[src/rtl/asmc_pkg.sv]
// package of constants for the asynchronous sram host controller
// Notes on behaviour
// RQ1 - memory has 131072 byte locations, 17-bit address, shared 8-bit data path
// RQ2 - write happens only while strobe low, low select low, high select high
// RQ3 - host sets address before write interval and holds it throughout
// RQ4 - data captured at first ending edge; host holds data valid around it
// RQ5 - output enable high keeps sram drivers off so host can drive data
// RQ6 - sram drives stored byte when strobe high, enable low, selected
// RQ7 - deselected sram refuses reads and writes and floats its data pins
// RQ8 - with shared bus, host enables at most one sram at a time
// RQ9 - selected with strobe low writes regardless of enable; both high floats
package asmc_pkg;
	localparam int ADDR_W = 17;
	localparam int DATA_W = 8;
	localparam int CLK_PERIOD_PS = 4000;
	// access and phase times in ps, slowest speed grade by default
	localparam int T_SETUP_PS = 10000;
	localparam int T_WRITE_PS = 55000;
	localparam int T_HOLD_PS = 10000;
	localparam int T_READ_PS = 70000;
	// least times round up to whole cycles
	localparam int SETUP_CYC = (T_SETUP_PS + CLK_PERIOD_PS - 1) / CLK_PERIOD_PS;
	localparam int WRITE_CYC = (T_WRITE_PS + CLK_PERIOD_PS - 1) / CLK_PERIOD_PS;
	localparam int HOLD_CYC = (T_HOLD_PS + CLK_PERIOD_PS - 1) / CLK_PERIOD_PS;
	localparam int READ_CYC = (T_READ_PS + CLK_PERIOD_PS - 1) / CLK_PERIOD_PS;
	localparam int CNT_W = 8;
	typedef enum logic [2:0] {
		ASMC_IDLE = 3'b000,
		ASMC_WSETUP = 3'b001,
		ASMC_WPULSE = 3'b010,
		ASMC_WHOLD = 3'b011,
		ASMC_RWAIT = 3'b100
	} asmc_state_t;
endpackage : asmc_pkg

[src/rtl/asmc_ctrl.sv]
// host controller that drives an asynchronous 128k x 8 sram
`timescale 1ns/1ps
`default_nettype none
module asmc_ctrl #(
	parameter int NUM_CHIPS = 1
) (
	input wire logic i_mclk, // 250 mhz clock
	input wire logic i_resetn, // async reset, active low
	input wire logic i_req, // request pulse, taken when o_ready high
	input wire logic i_we, // 1 write, 0 read
	input wire logic [$clog2(NUM_CHIPS+1)-1:0] i_chip, // chip index
	input wire logic [asmc_pkg::ADDR_W-1:0] i_addr, // byte address
	input wire logic [asmc_pkg::DATA_W-1:0] i_wdata, // write byte
	output logic o_ready, // idle, may take a request
	output logic o_rvalid, // read data valid pulse
	output logic [asmc_pkg::DATA_W-1:0] o_rdata, // read byte
	output logic [asmc_pkg::ADDR_W-1:0] o_mem_addr, // sram address pins
	output logic [NUM_CHIPS-1:0] o_select_low_active_n, // active-low selects
	output logic [NUM_CHIPS-1:0] o_select_high_active, // active-high selects
	output logic o_write_n, // write strobe, active low
	output logic o_oe_n, // output enable, active low
	input wire logic [asmc_pkg::DATA_W-1:0] i_dq, // data pins in
	output logic [asmc_pkg::DATA_W-1:0] o_dq, // data pins out
	output logic o_dq_oe // high while host drives data
);
	// refused at elaboration: the index width and the select loop serve 1 to 16 chips
	if (NUM_CHIPS < 1 || NUM_CHIPS > 16) begin : g_bad_chips
		$error("asmc_ctrl: NUM_CHIPS out of range");
	end

	asmc_pkg::asmc_state_t state_q;
	logic [asmc_pkg::CNT_W-1:0] cnt_q;
	logic [NUM_CHIPS-1:0] sel_q;
	logic [NUM_CHIPS-1:0] pick; // select pattern for the requested index
	logic take; // request accepted at this edge
	logic [asmc_pkg::CNT_W-1:0] wlen_q; // strobe cycles so far, for the width check

	// one-hot select for the chosen chip, at most one chip ever enabled
	function automatic logic [NUM_CHIPS-1:0] onehot(input logic [$clog2(NUM_CHIPS+1)-1:0] idx);
		logic [NUM_CHIPS-1:0] v;
		v = '0;
		for (int k = 0; k < NUM_CHIPS; k++) begin
			if (idx == k[$clog2(NUM_CHIPS+1)-1:0]) v[k] = 1'b1;
		end
		return v;
	endfunction : onehot

	function automatic logic [asmc_pkg::CNT_W-1:0] cyc(input int n);
		return asmc_pkg::CNT_W'(n - 1);
	endfunction : cyc

	// an index with no chip behind it is refused, so no strobe ever runs unselected
	assign pick = onehot(i_chip);
	assign take = state_q == asmc_pkg::ASMC_IDLE && i_req && pick != '0; // RQ8

	// sequencer: write is setup, strobe pulse, hold; read waits access time
	// each phase loads its length less one and leaves when the count reaches zero,
	// so a phase of n cycles spans n edges and the registered pins follow one edge later
	always_ff @(posedge i_mclk or negedge i_resetn) begin
		if (!i_resetn) begin
			state_q <= asmc_pkg::ASMC_IDLE;
			cnt_q <= 8'h00;
			sel_q <= '0;
		end else begin
			case (state_q)
				asmc_pkg::ASMC_IDLE: begin
					sel_q <= '0;
					if (take) begin
						sel_q <= pick; // RQ8
						cnt_q <= i_we ? cyc(asmc_pkg::SETUP_CYC) : cyc(asmc_pkg::READ_CYC);
						state_q <= i_we ? asmc_pkg::ASMC_WSETUP : asmc_pkg::ASMC_RWAIT;
					end
				end
				asmc_pkg::ASMC_WSETUP: begin
					if (cnt_q == 8'h00) begin
						cnt_q <= cyc(asmc_pkg::WRITE_CYC);
						state_q <= asmc_pkg::ASMC_WPULSE;
					end else cnt_q <= cnt_q - 8'h01;
				end
				asmc_pkg::ASMC_WPULSE: begin
					if (cnt_q == 8'h00) begin
						cnt_q <= cyc(asmc_pkg::HOLD_CYC);
						state_q <= asmc_pkg::ASMC_WHOLD;
					end else cnt_q <= cnt_q - 8'h01;
				end
				asmc_pkg::ASMC_WHOLD: begin
					if (cnt_q == 8'h00) begin
						sel_q <= '0;
						state_q <= asmc_pkg::ASMC_IDLE;
					end else cnt_q <= cnt_q - 8'h01;
				end
				asmc_pkg::ASMC_RWAIT: begin
					if (cnt_q == 8'h00) begin
						sel_q <= '0;
						state_q <= asmc_pkg::ASMC_IDLE;
					end else cnt_q <= cnt_q - 8'h01;
				end
				default: state_q <= asmc_pkg::ASMC_IDLE;
			endcase
		end
	end

	// address and write data latched at request and held to the end
	always_ff @(posedge i_mclk or negedge i_resetn) begin
		if (!i_resetn) begin
			o_mem_addr <= '0;
			o_dq <= 8'h00;
		end else if (take) begin
			o_mem_addr <= i_addr; // RQ3
			o_dq <= i_wdata;
		end
	end

	// pin controls registered; select stays on through setup and hold
	always_ff @(posedge i_mclk or negedge i_resetn) begin
		if (!i_resetn) begin
			o_select_low_active_n <= '1;
			o_select_high_active <= '0;
			o_write_n <= 1'b1;
			o_oe_n <= 1'b1;
			o_dq_oe <= 1'b0;
			o_ready <= 1'b0;
		end else begin
			o_select_low_active_n <= ~sel_q; // RQ7
			o_select_high_active <= sel_q; // RQ2
			// strobe falls only after setup and rises before hold ends the select
			o_write_n <= ~(state_q == asmc_pkg::ASMC_WPULSE); // RQ2 RQ9
			o_oe_n <= ~(state_q == asmc_pkg::ASMC_RWAIT); // RQ6
			// host drives data only while sram outputs are off (enable high)
			o_dq_oe <= state_q inside {asmc_pkg::ASMC_WSETUP, asmc_pkg::ASMC_WPULSE,
				asmc_pkg::ASMC_WHOLD}; // RQ4 RQ5
			o_ready <= state_q == asmc_pkg::ASMC_IDLE && !take;
		end
	end

	// read byte sampled on the last cycle of the access wait
	always_ff @(posedge i_mclk or negedge i_resetn) begin
		if (!i_resetn) begin
			o_rvalid <= 1'b0;
			o_rdata <= 8'h00;
		end else begin
			o_rvalid <= 1'b0;
			if (state_q == asmc_pkg::ASMC_RWAIT && cnt_q == 8'h00) begin
				o_rvalid <= 1'b1;
				o_rdata <= i_dq; // RQ1
			end
		end
	end

	// counts the cycles for which the strobe has been low; a plain repetition
	// cannot reach the full pulse width, so the width is checked on this count
	always_ff @(posedge i_mclk or negedge i_resetn) begin
		if (!i_resetn) begin
			wlen_q <= 8'h00;
		end else if (!o_write_n) begin
			wlen_q <= wlen_q + 8'h01;
		end else begin
			wlen_q <= 8'h00;
		end
	end

	// the strobe never meets an enabled sram or an undriven bus
	a_wr_oe_off: assert property (@(posedge i_mclk) disable iff (!i_resetn) // RQ5
		!o_write_n |-> o_oe_n && o_dq_oe)
		else $error("strobe low with enable low or bus undriven");

	// both select polarities agree and name at most one chip
	a_one_chip: assert property (@(posedge i_mclk) disable iff (!i_resetn) // RQ8
		$onehot0(o_select_high_active) && (o_select_high_active == ~o_select_low_active_n))
		else $error("more than one chip selected");

	// a strobe on a deselected bus would be wasted and hides a sequencing fault
	a_wr_selected: assert property (@(posedge i_mclk) disable iff (!i_resetn) // RQ2
		!o_write_n |-> o_select_high_active != '0)
		else $error("write strobe while deselected");

	// address and data stay put for as long as the host drives the bus
	a_addr_stable: assert property (@(posedge i_mclk) disable iff (!i_resetn) // RQ3
		o_dq_oe && $past(o_dq_oe) |-> $stable(o_mem_addr) && $stable(o_dq))
		else $error("address or data moved during write");

	// the strobe ends the write, so select and data outlast its rise
	a_wr_hold: assert property (@(posedge i_mclk) disable iff (!i_resetn) // RQ4
		$rose(o_write_n) && o_dq_oe |-> o_select_high_active != '0 ##1 o_dq_oe)
		else $error("select or data lost at strobe rise");

	// output enable only with the chip selected and the host off the bus
	a_rd_enable: assert property (@(posedge i_mclk) disable iff (!i_resetn) // RQ6
		!o_oe_n |-> o_write_n && !o_dq_oe && o_select_high_active != '0)
		else $error("read enable without select or with bus driven");

	// every read that opens the outputs hands a byte back
	a_rd_done: assert property (@(posedge i_mclk) disable iff (!i_resetn) // RQ6
		$fell(o_oe_n) |-> ##[1:30] o_rvalid)
		else $error("read never completed");

	// the first part of the strobe pulse, as far as a repetition may reach
	a_wr_len: assert property (@(posedge i_mclk) disable iff (!i_resetn) // RQ4
		$fell(o_write_n) |-> !o_write_n [*8])
		else $error("write pulse too short");

	// the bus was driven and the address set up before the strobe fell
	a_wr_setup: assert property (@(posedge i_mclk) disable iff (!i_resetn) // RQ3
		$fell(o_write_n) |-> $past(o_dq_oe, 3))
		else $error("strobe fell without address and data setup");

	// the whole strobe pulse lasts the write time in cycles
	a_wr_width: assert property (@(posedge i_mclk) disable iff (!i_resetn) // RQ4
		$rose(o_write_n) |-> wlen_q == asmc_pkg::CNT_W'(asmc_pkg::WRITE_CYC))
		else $error("write pulse width wrong");

	// select and data stay on for the hold time after the strobe rises
	a_wr_hold_len: assert property (@(posedge i_mclk) disable iff (!i_resetn) // RQ4
		$rose(o_write_n) |-> (o_dq_oe && o_select_high_active != '0) [*3])
		else $error("hold after strobe too short");

	// read data valid is a single-cycle pulse
	a_rd_pulse: assert property (@(posedge i_mclk) disable iff (!i_resetn) // RQ6
		o_rvalid |=> !o_rvalid)
		else $error("read valid longer than one cycle");

	// with no chip selected the strobe, the enable and the host drivers all rest
	a_idle_quiet: assert property (@(posedge i_mclk) disable iff (!i_resetn) // RQ7
		o_select_high_active == '0 |-> o_write_n && o_oe_n && !o_dq_oe)
		else $error("control active while deselected");

	// a request for an index without a chip is refused and the block stays idle
	a_bad_chip: assert property (@(posedge i_mclk) disable iff (!i_resetn) // RQ8
		o_ready && i_req && pick == '0 |=> o_ready && o_select_high_active == '0)
		else $error("request for absent chip taken");
endmodule : asmc_ctrl
`default_nettype wire

[config.mk]
export PLATFORM = sky130hd
export DESIGN_NAME = asmc_ctrl
export DESIGN_NICKNAME = d
export VERILOG_FILES = /design/src/rtl/asmc_pkg.sv /design/src/rtl/asmc_ctrl.sv
export SDC_FILE = /design/constraint.sdc
export NUM_CORES = 1
export LEC_CHECK = 0
export ABC_AREA = 1
export BUFFER_PORTS_ARGS = -buffer_cell sky130_fd_sc_hd__buf_2
export CORE_ASPECT_RATIO = 1.25
export CORE_MARGIN = 1.5
export CORE_UTILIZATION = 50
export DETAILED_ROUTE_END_ITERATION = 10
export PLACE_DENSITY = 0.79
export SLEW_MARGIN = 20
export SYNTH_ARGS = -nofsm -noshare
export SYNTH_HDL_FRONTEND = slang
export SYNTH_SLANG_ARGS = --single-unit
[constraint.sdc]
create_clock -name i_mclk -period 1.9 [get_ports i_mclk]
set_clock_uncertainty 0.05 [all_clocks]
set_input_delay 0.19 -clock i_mclk [delete_from_list [all_inputs] [get_ports i_mclk]]
set_output_delay 0.19 -clock i_mclk [all_outputs]
set_load 0.02 [all_outputs]
==> metrics.cfg <==
[logic_synthesis]
post_synth_inst_count = 272
yosys_synthesis_warning_count = 0
yosys_top_cell_area_share = 0.519
synth.net_count = 311
yosys-top-cells-area = dfrtp_1 (52%), nand2_1 (21%), dfstp_2 (3.3%)
mappedNetlistArea_um2 = 2360
synth_seq_cells = 52
synth_area_per_cell_um2 = 8.69
synth.distinct_cells = 28
share_of_synthesized_area_occupied_by_flip_flops_and_latches = 0.552
yosys.area.top_type = dfrtp_1

[clocking]
worst_skew_pair.late_latency_ns = 0.30
clock_tree_from_tritoncts = done
cts-root-to-sink-buffers = 2
clk_transition_reported_paths_ns = 0.10
cts.root.buffer_cell = clkbuf_8
clkSinkCount = 52
cts-buffers-inserted = 5
post_cts.resized_instances = 0
cts.htree.levels = 2

[global_routing]
pin_count_of_the_biggest_net_entering_global_routing = 27
grt_antenna_before_repair = 0
first_pass_grt_wire_length_um = 8220
global_route.overflow_total = 0
grt_use_total = 0.208
grt_pass1_vias = 1891

[finish]
area_growth_syn_to_layout_pct = 22.6
drive_gt1_frac = 0.340
final-instance-count-excl-fill = 414
most_frequent_standard_cell_in_the_layout_excluding_fill_and_tap_cells = nand2_1
insertedDiodeCount = 0
nNetsFinal = 394
commonest_cells_after_routing_fill_and_taps_aside = nand2_1 (133), buf_2 (77), dfrtp_1 (49)
final_area_um2 = 2900

[setup_path]
worst_setup_sp = cnt_q[0]
critPathLaunchType = flop
worst_setup_path_end_kind = flop
r2r_start = cnt_q[0]
critical_path.reg2reg.endpoint = cnt_q[0]
cp_max_fo = 8
crit_end = cnt_q[0]
reg2reg_setup_slack_ns = 0.24
r2r.worst_path.cells = 9
worst-setup-path-type = reg2reg
worstPathRequired_ns = 2.05
crit_arrival_ns = 1.81

[sta]
report.final.hold_viol_count = 0
fin_setup_tns_ns = 0
finalCritPeriodShare = 0.876
setup_viol = 0
maxClockFrequency_mhz = 601
worst_slew_pin_slew_ns = 0.519
maxSlewViolCount = 0
final_critical_delay_including_setup_and_external_delays_ns = 1.66
grt_setup_unrepaired = false
timing.max_slew.rel_slack = 0.654

[placed_design]
port-buffer-count = 77
detailedPlacementHpwl_um = 3730
placedInstanceArea_um2 = 2800
gp_routability_congestion = 0.897
place_inst = 405

[outcome]
run_status = complete, no violations

[die]
io-pin-count = 78
floorplan.die.height_um = 79.9
die_x_um = 64.5
core_area_um2 = 4460
initial_core_util = 0.530
die_area_um2 = 5150
core.rowCount = 27

[detailed_routing]
detail_route.drc_violations = 0
drt_pass1_iterations = 4
route.vias.total = 1981
route.detailed.wl_per_inst_um = 12.0
drt_first_iter_violations = 89
viasPerCell = 4.79
drt-total-wl_um = 4960
drtAntennaViolNets = 0

[power_and_ir_drop]
max-vdd-ir-drop_mv = 0.456
power_density_nw_per_um2 = 651
sw_frac_of_total = 0.237
power.clock.fraction = 0.329
seqPwrFrac = 0.602
share_comb_of_total_power = 0.069
leakagePower_nw = 1.65
netSwitchingPower_mw = 0.447
intPower_mw = 1.44

[hold_path]
hp-class = in2reg

[job]
maximum_capacitance_violations = 0

state kept, by name, indices dropped and copies added (netlist names), 3 cells and up:
register and cells:
o_mem_addr 17, state_q 3, cnt_q 8, o_rdata 8, o_dq 8
cell families (layout without fill, tap and decap cells):
| group | count (synthesis) | in the layout | synth area share |
|---|---|---|---|
| AND/OR/NAND/NOR | 178 | 178 | 0.346 |
| flip-flops | 52 | 52 | 0.552 |
| buffers and inverters | 25 | 109 | 0.0519 |
| AO/OA/AOI/OAI | 12 | 12 | 0.0302 |
| XOR/XNOR | 4 | 4 | 0.0148 |
| adder cells (fa/ha/maj) | 1 | 1 | 0.00529 |
Yosys cell counts (all sizes together):
master    n
ha        1
dfrtp    49
o22ai     1
dfstp     3
a21oi     4
nand3b    1
nand3    12
inv      20
nor3      1
buf       5
o21ai     6
xor2      4
nand2   145
nor2     18
o211ai    1
or2       1
per-layer routing:
layer,vias up,part of all wire,global-route usage
li1,991,-,-
met3,11,0.054,0.0550
met2,76,0.51,0.350
met4,0,0.022,0.0936
met5,-,0,0
met1,903,0.41,0.248
stage by stage:
step	power, mW	util	hold slack [ns]	worst slack (ns)
global route	1.96	0.650	0.0111	0.105
floorplan	1.20	-	-0.156	0.398
finish	1.89	0.650	0.0214	0.235
CTS	1.90	0.650	0.0198	0.227
global placement	1.29	0.628	0.147	0.295
detailed placement	1.29	0.628	0.152	0.244
critical path: stages, from the launching register on:
cell and delay [ns]:
dfrtp_1 0.38, inv_1 0.09, ha_1 0.22, nand2_1 0.16
nor2_8 0.20, nand2_2 0.09, nand2_2 0.16, nand2_1 0.08
nand2_1 0.07, nand2_1 0.05
how the worst min path moves through the flow:
stage,endpoint,start,cells after the start
after floorplan,cnt_q[0],i_resetn,0
after global placement,cnt_q[0],i_resetn,1
after detailed placement,cnt_q[0],i_resetn,1
after CTS,o_rdata[7],i_dq[7],3
after global routing,o_mem_addr[1],i_addr[1],3
final,o_rdata[7],i_dq[7],3
repair_timing:
| action | in CTS | in global routing |
|---|---|---|
| hold endpoints to repair | 19 | 0 |
| setup buffers | 0 | 0 |
| hold buffers | 1 | 0 |
final cells by class:
type | instances | area (µm²)
clock inverter | 2 | 16.3
inverter | 20 | 77.6
fill | 384 | 1560
multi-input combinational | 195 | 937
timing repair buffer | 81 | 418
clock buffer | 6 | 72.6
tap | 58 | 72.6
sequential | 52 | 1310
power groups by stage:
stage / Combinational, mW / Sequential (mW) / Clock, mW
global route: 0.145 / 1.14 / 0.680
CTS: 0.133 / 1.14 / 0.633
finish: 0.130 / 1.14 / 0.621
detailed placement: 0.132 / 1.16 / 0
global placement: 0.130 / 1.16 / 0
floorplan: 0.0176 / 1.18 / 0
Note: power is estimated with default switching activity, not from simulation.
